==> src/fbm_params.svh <==
// constants for the flash block map and mode control block
`ifndef FBM_PARAMS_SVH
`define FBM_PARAMS_SVH
`define FBM_ADDR_W 16
`define FBM_BLK4_BASE 16'h1000
`define FBM_BLK5_BASE 16'h8000
`define FBM_BLK6_BASE 16'hC000
`define FBM_BLK7_BASE 16'hE000
`define FBM_KB_SHIFT 10
`define FBM_UNIT_MASK 8'h7F
`define FBM_UNIT_LO0 8'h00
`define FBM_UNIT_LO1 8'h80
`define FBM_UNIT_BYTES 8'h80
`define FBM_ERASED_BYTE 8'hFF
`define FBM_BAUD_MAX 16'hFFFF
`define FBM_BAUD_RESET 16'h0364
`define FBM_BAUD_SAMPLES 4'h8
`endif

==> src/fbm_pkg.sv <==
// types shared by the flash block map and mode control files
package fbm_pkg;
  typedef enum logic [2:0] {
    FBM_MODE_USER = 3'h0,
    FBM_MODE_USER_PROG = 3'h1,
    FBM_MODE_BOOT = 3'h3,
    FBM_MODE_PROGRAMMER = 3'h2,
    FBM_MODE_NONE = 3'h6
  } fbm_mode_t;

  typedef enum logic [1:0] {
    FBM_OP_IDLE = 2'h0,
    FBM_OP_PROG = 2'h1,
    FBM_OP_ERASE = 2'h3,
    FBM_OP_TOTAL = 2'h2
  } fbm_op_t;

  typedef struct packed {
    logic softWritePermit;
    logic eraseSetup;
    logic programSetup;
    logic eraseBit;
    logic programBit;
  } fbm_ctrl_t;

  typedef struct packed {
    logic [15:0] unitBase;
    logic [2:0] block;
    logic unitStart;
  } fbm_decode_t;
endpackage

==> src/fbm_flash_ctrl.sv <==
// flash block map, mode latch, protection and boot serial link front end
`timescale 1ns/10ps
`include "fbm_params.svh"
module fbm_flash_ctrl
  import fbm_pkg::*;
(
  input wire logic clk,
  input wire logic rst_n,
  input wire logic flash_write_permit_pin,
  input wire logic mode_select_2,
  input wire logic mode_select_1,
  input wire logic mode_select_0,
  input wire logic boot_serial_rx,
  output logic boot_serial_tx,
  input wire logic [15:0] accessAddr,
  output fbm_decode_t decode,
  input wire fbm_ctrl_t ctrlWrite,
  input wire logic ctrlWriteStrobe,
  input wire logic [7:0] eraseSelWrite,
  input wire logic eraseSelStrobe,
  input wire logic totalEraseReq,
  input wire logic bootTxValid,
  input wire logic [7:0] bootTxData,
  output logic bootTxReady,
  output logic [7:0] bootRxData,
  output logic bootRxValid,
  output fbm_ctrl_t ctrlState,
  output logic [7:0] erase_block_select,
  output fbm_mode_t modeState,
  output logic writePermitLevel,
  output fbm_op_t opActive,
  output logic [15:0] bootBitPeriod,
  output logic bootRateLocked,
  output logic bootLoadActive,
  output logic [7:0] eraseFillByte
);
  // pin synchronisers: first stage feeds the second stage only
  logic [2:0] modeMeta_r, modeSync_r;
  logic permitMeta_r, permitSync_r;
  logic rxMeta_r, rxSync_r;

  always_ff @(posedge clk or negedge rst_n) begin
    if (!rst_n) begin
      modeMeta_r <= 3'h0;
      modeSync_r <= 3'h0;
      permitMeta_r <= 1'b0;
      permitSync_r <= 1'b0;
      rxMeta_r <= 1'b1;
      rxSync_r <= 1'b1;
    end else begin
      modeMeta_r <= {mode_select_2, mode_select_1, mode_select_0};
      modeSync_r <= modeMeta_r;
      permitMeta_r <= flash_write_permit_pin;
      permitSync_r <= permitMeta_r;
      rxMeta_r <= boot_serial_rx;
      rxSync_r <= rxMeta_r;
    end
  end

  // mode latch: caught once, after the synchronisers have settled past reset release
  logic [1:0] settle_r, settle_nxt;
  fbm_mode_t mode_r, mode_nxt;

  always_comb begin
    settle_nxt = settle_r;
    mode_nxt = mode_r;
    if (settle_r != 2'h3) begin
      settle_nxt = 2'(settle_r + 2'h1);
    end
    if (settle_r == 2'h2) begin
      if (!permitSync_r) begin
        mode_nxt = FBM_MODE_USER;
      end else if (modeSync_r[2] && modeSync_r[1:0] == 2'h0) begin
        mode_nxt = FBM_MODE_PROGRAMMER;
      end else if (modeSync_r[1]) begin
        mode_nxt = FBM_MODE_USER_PROG;
      end else begin
        mode_nxt = FBM_MODE_BOOT;
      end
    end
  end

  always_ff @(posedge clk or negedge rst_n) begin
    if (!rst_n) begin
      settle_r <= 2'h0;
      mode_r <= FBM_MODE_NONE;
    end else begin
      settle_r <= settle_nxt;
      mode_r <= mode_nxt;
    end
  end

  // address decode into erase block and programming unit
  logic [2:0] blockIdx;
  always_comb begin
    if (accessAddr >= `FBM_BLK7_BASE) begin
      blockIdx = 3'h7;
    end else if (accessAddr >= `FBM_BLK6_BASE) begin
      blockIdx = 3'h6;
    end else if (accessAddr >= `FBM_BLK5_BASE) begin
      blockIdx = 3'h5;
    end else if (accessAddr >= `FBM_BLK4_BASE) begin
      blockIdx = 3'h4;
    end else begin
      blockIdx = 3'(accessAddr >> `FBM_KB_SHIFT);
    end
  end

  fbm_decode_t decode_r, decode_nxt;
  always_comb begin
    decode_nxt.block = blockIdx;
    // unit base low byte 00 or 80
    decode_nxt.unitBase = accessAddr & ~{8'h00, `FBM_UNIT_MASK};
    decode_nxt.unitStart = (accessAddr[7:0] == `FBM_UNIT_LO0) || (accessAddr[7:0] == `FBM_UNIT_LO1);
  end

  always_ff @(posedge clk or negedge rst_n) begin
    if (!rst_n) begin
      decode_r <= '0;
    end else begin
      decode_r <= decode_nxt;
    end
  end

  // permission: pin lock, mode, software permit
  logic pinAllows, writeMode, blockMode, bootMode;
  always_comb begin
    pinAllows = permitSync_r;
    writeMode = pinAllows && (mode_r == FBM_MODE_USER_PROG || mode_r == FBM_MODE_BOOT
                || mode_r == FBM_MODE_PROGRAMMER);
    // per-block erase in user program and programmer modes
    blockMode = pinAllows && (mode_r == FBM_MODE_USER_PROG || mode_r == FBM_MODE_PROGRAMMER);
    bootMode = pinAllows && (mode_r == FBM_MODE_BOOT);
  end

  // control bits and erase block select
  fbm_ctrl_t ctrl_r, ctrl_nxt;
  logic [7:0] ebSel_r, ebSel_nxt;
  fbm_op_t op_r, op_nxt;

  always_comb begin
    ctrl_nxt = ctrl_r;
    ebSel_nxt = ebSel_r;
    op_nxt = op_r;
    if (ctrlWriteStrobe) begin
      // software permit gates the other bits
      ctrl_nxt.softWritePermit = ctrlWrite.softWritePermit && writeMode;
      ctrl_nxt.programSetup = ctrlWrite.programSetup && ctrl_nxt.softWritePermit;
      ctrl_nxt.eraseSetup = ctrlWrite.eraseSetup && ctrl_nxt.softWritePermit;
      // program needs permit and setup already set
      ctrl_nxt.programBit = ctrlWrite.programBit && ctrl_r.softWritePermit && ctrl_r.programSetup
                            && ctrl_nxt.programSetup;
      ctrl_nxt.eraseBit = ctrlWrite.eraseBit && ctrl_r.softWritePermit && ctrl_r.eraseSetup
                          && ctrl_nxt.eraseSetup && blockMode;
    end
    if (eraseSelStrobe && ctrl_r.softWritePermit && blockMode) begin
      // more than one select clears all
      ebSel_nxt = ($countones(eraseSelWrite) > 1) ? 8'h00 : eraseSelWrite;
    end
    if (!writeMode || !ctrl_nxt.softWritePermit) begin
      ctrl_nxt = '0;
      ebSel_nxt = 8'h00;
    end
    // one block erase at a time
    if (ctrl_nxt.eraseBit && ebSel_nxt != 8'h00) begin
      op_nxt = FBM_OP_ERASE;
    end else if (ctrl_nxt.programBit) begin
      op_nxt = FBM_OP_PROG;
    end else if (op_r == FBM_OP_TOTAL && bootMode && ctrl_nxt.softWritePermit) begin
      op_nxt = FBM_OP_TOTAL;
    // total erase only in boot mode
    end else if (totalEraseReq && bootMode && ctrl_r.softWritePermit) begin
      op_nxt = FBM_OP_TOTAL;
    end else begin
      op_nxt = FBM_OP_IDLE;
    end
  end

  always_ff @(posedge clk or negedge rst_n) begin
    if (!rst_n) begin
      ctrl_r <= '0;
      ebSel_r <= 8'h00;
      op_r <= FBM_OP_IDLE;
    end else begin
      ctrl_r <= ctrl_nxt;
      ebSel_r <= ebSel_nxt;
      op_r <= op_nxt;
    end
  end

  logic [15:0] bitPeriod;
  logic rateLocked;
  fbm_baud_meter u_baud (
    .clk(clk),
    .rst_n(rst_n),
    .enable(mode_r == FBM_MODE_BOOT),
    .rxSync(rxSync_r),
    .bitPeriod(bitPeriod),
    .locked(rateLocked)
  );

  // boot serial receiver and transmitter, 8N1 at the measured rate
  logic [15:0] rxCnt_r, rxCnt_nxt, txCnt_r, txCnt_nxt;
  logic [3:0] rxBit_r, rxBit_nxt, txBit_r, txBit_nxt;
  logic [7:0] rxShift_r, rxShift_nxt;
  logic [8:0] txShift_r, txShift_nxt;
  logic rxBusy_r, rxBusy_nxt, rxValid_r, rxValid_nxt, txBusy_r, txBusy_nxt, txOut_r, txOut_nxt;
  logic rateSeen_r, rateSeen_nxt;

  always_comb begin
    rxCnt_nxt = rxCnt_r;
    rxBit_nxt = rxBit_r;
    rxShift_nxt = rxShift_r;
    rxBusy_nxt = rxBusy_r;
    rxValid_nxt = 1'b0;
    rateSeen_nxt = rateSeen_r || rateLocked;
    // bytes only after rate match, fed to the boot loader
    if (!rxBusy_r) begin
      // skip the measuring byte itself: wait for line idle after lock
      if (rateLocked && rateSeen_r && rxSync_r == 1'b0) begin
        rxBusy_nxt = 1'b1;
        rxCnt_nxt = bitPeriod >> 1;
        rxBit_nxt = 4'h0;
      end
    end else if (rxCnt_r != 16'h0000) begin
      rxCnt_nxt = 16'(rxCnt_r - 16'h0001);
    end else begin
      rxCnt_nxt = bitPeriod;
      rxBit_nxt = 4'(rxBit_r + 4'h1);
      if (rxBit_r >= 4'h1 && rxBit_r <= `FBM_BAUD_SAMPLES) begin
        rxShift_nxt = {rxSync_r, rxShift_r[7:1]};
      end
      if (rxBit_r == 4'h9) begin
        rxBusy_nxt = 1'b0;
        rxValid_nxt = rxSync_r;
      end
    end
    if (mode_r != FBM_MODE_BOOT) begin
      rxBusy_nxt = 1'b0;
      rateSeen_nxt = 1'b0;
    end
  end

  always_comb begin
    txCnt_nxt = txCnt_r;
    txBit_nxt = txBit_r;
    txShift_nxt = txShift_r;
    txBusy_nxt = txBusy_r;
    txOut_nxt = txOut_r;
    if (!txBusy_r) begin
      txOut_nxt = 1'b1;
      if (bootTxValid && rateLocked) begin
        txBusy_nxt = 1'b1;
        txShift_nxt = {1'b1, bootTxData};
        txOut_nxt = 1'b0;
        txCnt_nxt = bitPeriod;
        txBit_nxt = 4'h0;
      end
    end else if (txCnt_r != 16'h0000) begin
      txCnt_nxt = 16'(txCnt_r - 16'h0001);
    end else begin
      txCnt_nxt = bitPeriod;
      txBit_nxt = 4'(txBit_r + 4'h1);
      txOut_nxt = txShift_r[0];
      txShift_nxt = {1'b1, txShift_r[8:1]};
      if (txBit_r == 4'h9) begin
        txBusy_nxt = 1'b0;
        txOut_nxt = 1'b1;
      end
    end
  end

  always_ff @(posedge clk or negedge rst_n) begin
    if (!rst_n) begin
      rxCnt_r <= 16'h0000;
      rxBit_r <= 4'h0;
      rxShift_r <= 8'h00;
      rxBusy_r <= 1'b0;
      rxValid_r <= 1'b0;
      rateSeen_r <= 1'b0;
      txCnt_r <= 16'h0000;
      txBit_r <= 4'h0;
      txShift_r <= 9'h1FF;
      txBusy_r <= 1'b0;
      txOut_r <= 1'b1;
    end else begin
      rxCnt_r <= rxCnt_nxt;
      rxBit_r <= rxBit_nxt;
      rxShift_r <= rxShift_nxt;
      rxBusy_r <= rxBusy_nxt;
      rxValid_r <= rxValid_nxt;
      rateSeen_r <= rateSeen_nxt;
      txCnt_r <= txCnt_nxt;
      txBit_r <= txBit_nxt;
      txShift_r <= txShift_nxt;
      txBusy_r <= txBusy_nxt;
      txOut_r <= txOut_nxt;
    end
  end

  // outputs; bootTxReady is combinational handshake
  assign boot_serial_tx = txOut_r;
  assign bootTxReady = !txBusy_r && rateLocked;
  assign bootRxData = rxShift_r;
  assign bootRxValid = rxValid_r;
  assign decode = decode_r;
  assign ctrlState = ctrl_r;
  assign erase_block_select = ebSel_r;
  assign modeState = mode_r;
  assign writePermitLevel = permitSync_r;
  assign opActive = op_r;
  assign bootBitPeriod = bitPeriod;
  assign bootRateLocked = rateLocked;
  assign bootLoadActive = (mode_r == FBM_MODE_BOOT);
  assign eraseFillByte = `FBM_ERASED_BYTE;
endmodule // fbm_flash_ctrl

==> src/fbm_baud_meter.sv <==
// boot serial bit rate meter: times the host's nine-bit low run and derives the bit period
`timescale 1ns/10ps
`include "fbm_params.svh"
module fbm_baud_meter
  import fbm_pkg::*;
(
  input wire logic clk,
  input wire logic rst_n,
  input wire logic enable,
  input wire logic rxSync,
  output logic [15:0] bitPeriod,
  output logic locked
);
  typedef enum logic [1:0] {
    FBM_BM_WAIT = 2'h0,
    FBM_BM_LOW = 2'h1,
    FBM_BM_DONE = 2'h3
  } fbm_bm_state_t;

  fbm_bm_state_t state_r, state_nxt;
  logic [15:0] count_r, count_nxt;
  logic [15:0] period_r, period_nxt;

  // the host sends a 00h byte: start bit plus eight zero bits form one low run of nine bit times
  always_comb begin
    state_nxt = state_r;
    count_nxt = count_r;
    period_nxt = period_r;
    case (state_r)
      FBM_BM_WAIT: begin
        count_nxt = 16'h0000;
        if (enable && !rxSync) begin
          state_nxt = FBM_BM_LOW;
        end
      end
      FBM_BM_LOW: begin
        if (rxSync) begin
          // low run is nine bits long; divide by nine, rounding down
          period_nxt = 16'((32'(count_r) * 32'h0000_1C72) >> 16);
          state_nxt = FBM_BM_DONE;
        end else if (count_r != `FBM_BAUD_MAX) begin
          count_nxt = 16'(count_r + 16'h0001);
        end
      end
      FBM_BM_DONE: begin
        if (!enable) begin
          state_nxt = FBM_BM_WAIT;
        end
      end
      default: begin
        state_nxt = FBM_BM_WAIT;
      end
    endcase
  end

  // state registers
  always_ff @(posedge clk or negedge rst_n) begin
    if (!rst_n) begin
      state_r <= FBM_BM_WAIT;
      count_r <= 16'h0000;
      period_r <= `FBM_BAUD_RESET;
    end else begin
      state_r <= state_nxt;
      count_r <= count_nxt;
      period_r <= period_nxt;
    end
  end

  assign bitPeriod = period_r;
  assign locked = (state_r == FBM_BM_DONE);
endmodule // fbm_baud_meter

==> config.mk <==
export PLATFORM = sky130hd
export DESIGN_NAME = fbm_flash_ctrl
export DESIGN_NICKNAME = d
export VERILOG_FILES = /design/src/fbm_pkg.sv /design/src/fbm_flash_ctrl.sv /design/src/fbm_baud_meter.sv
export VERILOG_INCLUDE_DIRS = /design/src
export SDC_FILE = /design/constraint.sdc
export NUM_CORES = 1
export LEC_CHECK = 0
export BUFFER_PORTS_ARGS = -buffer_cell sky130_fd_sc_hd__buf_2
export CAP_MARGIN = 20
export CORE_ASPECT_RATIO = 0.5
export CORE_MARGIN = 2
export CORE_UTILIZATION = 59
export CTS_CLUSTER_SIZE = 28
export DETAILED_ROUTE_END_ITERATION = 8
export GPL_TIMING_DRIVEN = 0
export PLACE_DENSITY = 0.81
export SLEW_MARGIN = 15
export SYNTH_ARGS = -nofsm -noshare
export SYNTH_HDL_FRONTEND = slang
export SYNTH_SLANG_ARGS = --single-unit
==> constraint.sdc <==
create_clock -name clk -period 6.6 [get_ports clk]
set_input_delay 0.99 -clock clk [delete_from_list [all_inputs] [get_ports clk]]
set_output_delay 0.99 -clock clk [all_outputs]
set_load 0.01 [all_outputs]
[Yosys cells after proc, flatten, opt, wreduce, memory -nomap -nowiden]
Index checks and enable logic that the tools add are counted.
Cells by class
  order comparisons: 7
  bitwise logic cells: 2
  multiply operators: 1
  muxes and demuxes: 55
  equal/unequal tests: 20
  shifts and indexed selects: 0
  reduce and logical (&&, ||, !) cells: 53
  add/sub/neg operators: 13
  divide/modulo/power cells: 0
Operator list (count)
  $mux W16: 8
  $ge A16 B16 Y1 const B: 3
  $pmux W16 S2: 1
  $reduce_bool A16 Y1: 2
  $sub A16 B1 Y16 const B: 2
  $mul A16 B12 Y28 const B: 1
  $logic_and A1 B1 Y1: 27
  $mux W9: 3
  $mux W4: 6
  $mux W8: 3
  $mux W2: 10
  $mux W1: 17
  $add A16 B1 Y16 const B: 1
  $ge A16 B13 Y1 const B: 1
  $ne A16 B16 Y1 const B: 1
  $mux W3: 4
  $ne A2 B2 Y1 const B: 6
  $mux W5: 2
  $reduce_and A3 Y1: 3
  $add A1 B1 Y2: 4
  $add A4 B1 Y4 const B: 2
  $eq A4 B4 Y1 const B: 2
  $eq A8 B8 Y1 const B: 1
  $logic_not A8 Y1: 1
  other kinds (20): 40
Word-level totals
  bits in registers: 136
  output and inout bits: 76
  logic and storage cells: 183
  memories kept: 0
  input bits: 48
  bits in read-only memories: 0
  memory bits (writable): 0
  latch bits: 0

[Depth between registers and ports, before layout]
  word-level depth: 16
  depth in mapped cells: 19
  depth with buffers taken out: 18

[Hierarchy]
A second synthesis with hierarchy kept.
Second synthesis, totals
  cells, all modules: 1028
  area total of the unflattened synthesis: 10191.0 sq um
Modules (own cells, without submodules)
  fbm_flash_ctrl: seq. area each 2618.8 sq um, instances 1, area each 5539.1 sq um, cells an instance 537
  fbm_baud_meter: seq. area each 782.0 sq um, instances 1, area each 4652.0 sq um, cells an instance 491

[Worst setup path before layout]
No wires, ideal clock.
  path kind: reg-to-reg
  start point: reg u_baud.count_r[7]
  end point: reg u_baud.period_r[8], in the netlist u_baud.bitPeriod[8]
  setup slack: 2.021 ns
  cell stages (with the launch flop): 17
  library setup time: 0.079 ns
  data required time: 6.521 ns
  period minus slack after synthesis: 4.579 ns
  path buffers: 0
  arrival: 4.501 ns
  cells stage by stage: dfrtp_1 -> fa_1 -> ha_1 -> inv_1 -> fa_1 -> inv_1 -> fa_1 -> inv_1 -> fa_1 -> inv_1 -> ha_1 -> a21oi_1 -> o221a_2 -> nor3_1 -> or3_1 -> xnor2_1 -> o21ai_0
Between the ends
  cells in the longest elaborated chain, start to end: 1
Ends and longest elaborated chain
  from (decl): RTL line fbm_baud_meter.sv:21  | logic [15:0] count_r, count_nxt;
  from (signal assigned): RTL line fbm_baud_meter.sv:64  | count_r <= count_nxt;
  $mul A16 B12 Y28: RTL line fbm_baud_meter.sv:39  | period_nxt = 16'((32'(count_r) * 32'h0000_1C72) >> 16);
  to (signal assigned): RTL line fbm_baud_meter.sv:61  | period_r <= `FBM_BAUD_RESET;
  to (signal assigned): RTL line fbm_baud_meter.sv:65  | period_r <= period_nxt;
  to (decl): RTL line fbm_baud_meter.sv:22  | logic [15:0] period_r, period_nxt;
Every way passes these cells.
A chain may end at the register's enable or synchronous reset.

[Worst setup path in the final report]
  start point: reg u_baud.count_r[7]
  end point: reg u_baud.period_r[6], in the netlist u_baud.bitPeriod[6]
The elaborated chain is that of the path after synthesis.

==> flow_metrics.py <==
metrics = {
    "synthesis": {
        "async_flop_share": 1.000,
        "ys_types": 74,
        "synth-seq-area-share": 0.3517,
        "ys.flop_type": "dfrtp_1",
        "synthCells": 991,
        "syn_area_per_cell_um2": 9.757,
        "synth-edff-count": 0,
        "synth.cell_area_um2": 9669,
        "yosysWarnings": 0,
        "ys_seq_elements": 135,
    },
    "power": {
        "irDropWorstVdd_mv": 0.1816,
        "clock_power_share": 0.347,
        "seq_power_share": 0.398,
        "switchingPower_mw": 0.8691,
        "p_int_mw": 1.727,
        "power_density_nw_per_um2": 233.3,
        "power_frac_comb": 0.255,
        "leakagePower_nw": 5.883,
        "netSwitchingFraction": 0.3347,
    },
    "die": {
        "die_w_um": 185.0,
        "start_util": 0.5974,
        "num_io_pins": 124,
        "dieArea_um2": 17490,
        "core_um2": 16190,
        "die_height_um": 94.52,
        "placementRows": 33,
    },
    "cts": {
        "cts_tree": "yes",
        "cts_hold_buffers": 0,
        "ctsLongestPathBuffers": 2,
        "cts_buffers": 17,
        "post_cts_buffers": 0,
        "cts-root-buf": "clkbuf_16",
        "htree_levels": 4,
        "insertion_delay_ns": 0.42,
        "ctsResizeCount": 0,
        "cts.sinks": 135,
        "clk_pin_slew_ns": 0.06,
    },
    "layout": {
        "syn_to_final_growth_pct": 15.10,
        "drive_gt1_frac": 0.1764,
        "layout.nets": 1338,
        "n_antenna_cell": 0,
    },
    "worst_setup_path": {
        "rr_startpoint": "u_baud.count_r[7]$_DFFE_PN0P_",
        "arrival_ns": 5.38,
        "r2r_slack_ns": 1.56,
        "endpoint_kind": "flip-flop",
        "r2r_end": "u_baud.bitPeriod[6]$_DFFE_PN1P_",
        "crit_start": "u_baud.count_r[7]$_DFFE_PN0P_",
        "cp-start-kind": "flip-flop",
        "r2r_cells": 16,
        "critPathKind": "reg2reg",
        "critPathRequiredTime_ns": 6.94,
        "crit_fanout": 8,
    },
    "sta": {
        "rsz0062_at_grt": "false",
        "fin_crit_sh": 0.7635,
        "finalHoldViolCount": 0,
        "fin_hold_ws_ns": 0.3476,
        "fin_ws_ns": 1.561,
        "slew_headroom": 0.3823,
        "final-setup-viol-count": 0,
        "tightest_slew_ns": 0.9222,
        "period_needed_ns": 5.039,
        "final.setup.tns_ns": 0,
        "finalMaxSlewViolations": 0,
        "skew_ns": 0.01074,
        "fmax_mhz": 198.5,
    },
    "global_routing": {
        "grtUsageMet2": 0.4526,
        "grt_pass1_vias": 7698,
        "antenna_found_initial": 0,
        "track_usage": 0.2677,
        "grt_pass1_wl_um": 36700,
        "use_met1": 0.3474,
        "met3_usage": 0.05052,
        "busiest_layer": "met2",
        "grt_max_degree": 89,
        "grt_overflow": 0,
    },
    "placed_design": {
        "place_congestion": 0.8979,
        "dp_slack_ns": 1.640,
        "hpwl_um": 17030,
        "port_buffers": 105,
    },
    "drt": {
        "drc": 0,
        "vias": 7907,
        "drt-initial-drc-count": 580,
        "first_pass_iters": 6,
        "wl_per_cell_um": 16.58,
        "wl_um": 22740,
        "ant_nets": 0,
        "vias_per_cell": 5.763,
    },
    "status": {
        "outcome": "completed",
    },
    "worst_hold_path": {
        "worstHoldPathType": "reg2reg",
        "whs_endpoint": "modeSync_r[1]$_DFF_PN0_",
        "whs_path_depth": 0,
        "min-delay-start": "modeMeta_r[1]$_DFF_PN0_",
    },
    "flow_run": {
        "cap_violations": 0,
    },
}
-- power groups by stage --
stage	registers, mW	logic, mW	clock network [mW]
floorplan	1.02	0.483	0
finish	1.03	0.662	0.901
global placement	1.04	0.625	0
detailed placement	1.04	0.652	0
CTS	1.03	0.662	0.918
global route	1.05	0.745	0.960
-- stage by stage --
step                      power [mW]  area (um2)  std cells    util
after floorplan                1.504        9729       1007       -
after global placement         1.662       10540       1339  0.6511
after detailed placement       1.694       10580       1340  0.6534
after CTS                      2.610       11130       1372  0.6876
after global routing           2.751       11130       1372  0.6876
final                          2.596       11130       1372  0.6876
-- cells by family (layout without fill, tap and decap cells) --
logic type,count (synthesis),count (layout),synth area share
other,2,18,0.0007767
AO/OA/AOI/OAI,209,209,0.1420
XOR/XNOR,33,33,0.02989
adder cells (fa/ha/maj),158,158,0.2417
multiplexers,19,19,0.02070
flip-flops,135,135,0.3517
AND/OR/NAND/NOR,287,287,0.1460
buffers and inverters,148,286,0.06729
-- final cells by class --
cell class | count | area (um2)
clock inverter | 11 | 102.6
inverter | 98 | 367.9
buffer | 50 | 282.8
tap | 227 | 284.0
multi-input combinational | 724 | 5678
sequential | 135 | 3401
fill | 1242 | 5056
timing repair buffer | 106 | 563.0
clock buffer | 21 | 450.4
-- registers in the layout (all words and copies together) (netlist names), 2 cells and up --
name and cells:
u_baud.count_r 16, rxCnt_r 16, erase_block_select 8, u_baud.state_r 2
rxBit_r 4, modeMeta_r 3, bootRxData 8, txBit_r 4
modeSync_r 3, txCnt_r 16, txShift_r 8, ctrlState 5
settle_r 2, u_baud.bitPeriod 13, opActive 2, modeState 3
decode 13
-- layer usage --
layer  up-vias  routed length (um)
met5         -                   0
met4         0                 506
met3        54                1499
met2       325               10830
met1      3794                9904
li1       3734                   -
-- how the worst max path moves through the flow --
stage                                                  to  slack (ns)  depth (start not counted)
after floorplan           u_baud.bitPeriod[8]$_DFFE_PN1P_        2.02                         16
after global placement    u_baud.bitPeriod[6]$_DFFE_PN1P_        1.70                         16
after detailed placement  u_baud.bitPeriod[6]$_DFFE_PN1P_        1.64                         16
after CTS                 u_baud.bitPeriod[6]$_DFFE_PN1P_        1.60                         16
after global routing      u_baud.bitPeriod[5]$_DFFE_PN1P_        1.24                         18
final                     u_baud.bitPeriod[6]$_DFFE_PN1P_        1.56                         16
-- cell usage in the layout (no fill, tap or decap), types with 20 or more instances in the layout --
cell type,n
clkbuf_1,27
nand3_1,36
o21ai_0,56
inv_1,98
dfrtp_1,117
buf_4,20
buf_2,108
fa_1,48
nand2_1,85
a21oi_1,54
ha_1,110
nor2_1,74
xnor2_1,20
-- Yosys cell counts, types with 3 or more instances --
| library cell | count | area share |
|---|---|---|
| buf_4 | 20 | 0.016 |
| o41ai_1 | 4 | 0.0036 |
| a31oi_1 | 9 | 0.0058 |
| a21o_1 | 7 | 0.0054 |
| buf_2 | 4 | 0.0021 |
| or3_1 | 5 | 0.0032 |
| dfstp_2 | 18 | 0.049 |
| or4_1 | 4 | 0.0031 |
| mux2i_1 | 11 | 0.011 |
| o311ai_0 | 3 | 0.0027 |
| a21oi_1 | 54 | 0.028 |
| inv_1 | 98 | 0.038 |
| a221oi_1 | 3 | 0.0027 |
| o21ai_0 | 56 | 0.029 |
| xnor2_1 | 20 | 0.018 |
| xor2_1 | 13 | 0.012 |
| o31ai_1 | 8 | 0.0062 |
| a211oi_1 | 4 | 0.0031 |
| and4_1 | 4 | 0.0036 |
| nor3_1 | 17 | 0.0088 |
| ha_1 | 110 | 0.14 |
| and3_1 | 13 | 0.0084 |
| mux2_2 | 8 | 0.0093 |
| nand2_1 | 85 | 0.033 |
| a222oi_1 | 9 | 0.0093 |
| o211ai_1 | 3 | 0.0023 |
| nor2_1 | 74 | 0.029 |
| a22o_1 | 6 | 0.0054 |
| nand4_1 | 12 | 0.0078 |
| clkbuf_1 | 24 | 0.0093 |
| a22oi_1 | 3 | 0.0023 |
| nor4_1 | 9 | 0.0058 |
| dfrtp_1 | 117 | 0.30 |
| a41oi_1 | 4 | 0.0036 |
| fa_1 | 48 | 0.099 |
| o221ai_1 | 5 | 0.0045 |
| and2_1 | 4 | 0.0026 |
| nand2b_1 | 5 | 0.0032 |
| o21a_1 | 7 | 0.0054 |
| nand3_1 | 36 | 0.019 |
-- critical path, cell delays in order, from the launching register on --
cell and delay [ns]:
dfrtp_1 0.60, fa_1 0.47, ha_1 0.35, inv_1 0.08, fa_1 0.54, inv_1 0.06, fa_1 0.53, inv_1 0.05
fa_1 0.53, inv_1 0.05, ha_1 0.33, nand3_1 0.14, nor2_1 0.15, nand3_1 0.14, o21ai_0 0.59, a211oi_1 0.15
nand3b_1 0.19
No activity file was read; power rests on OpenSTA's default activity.
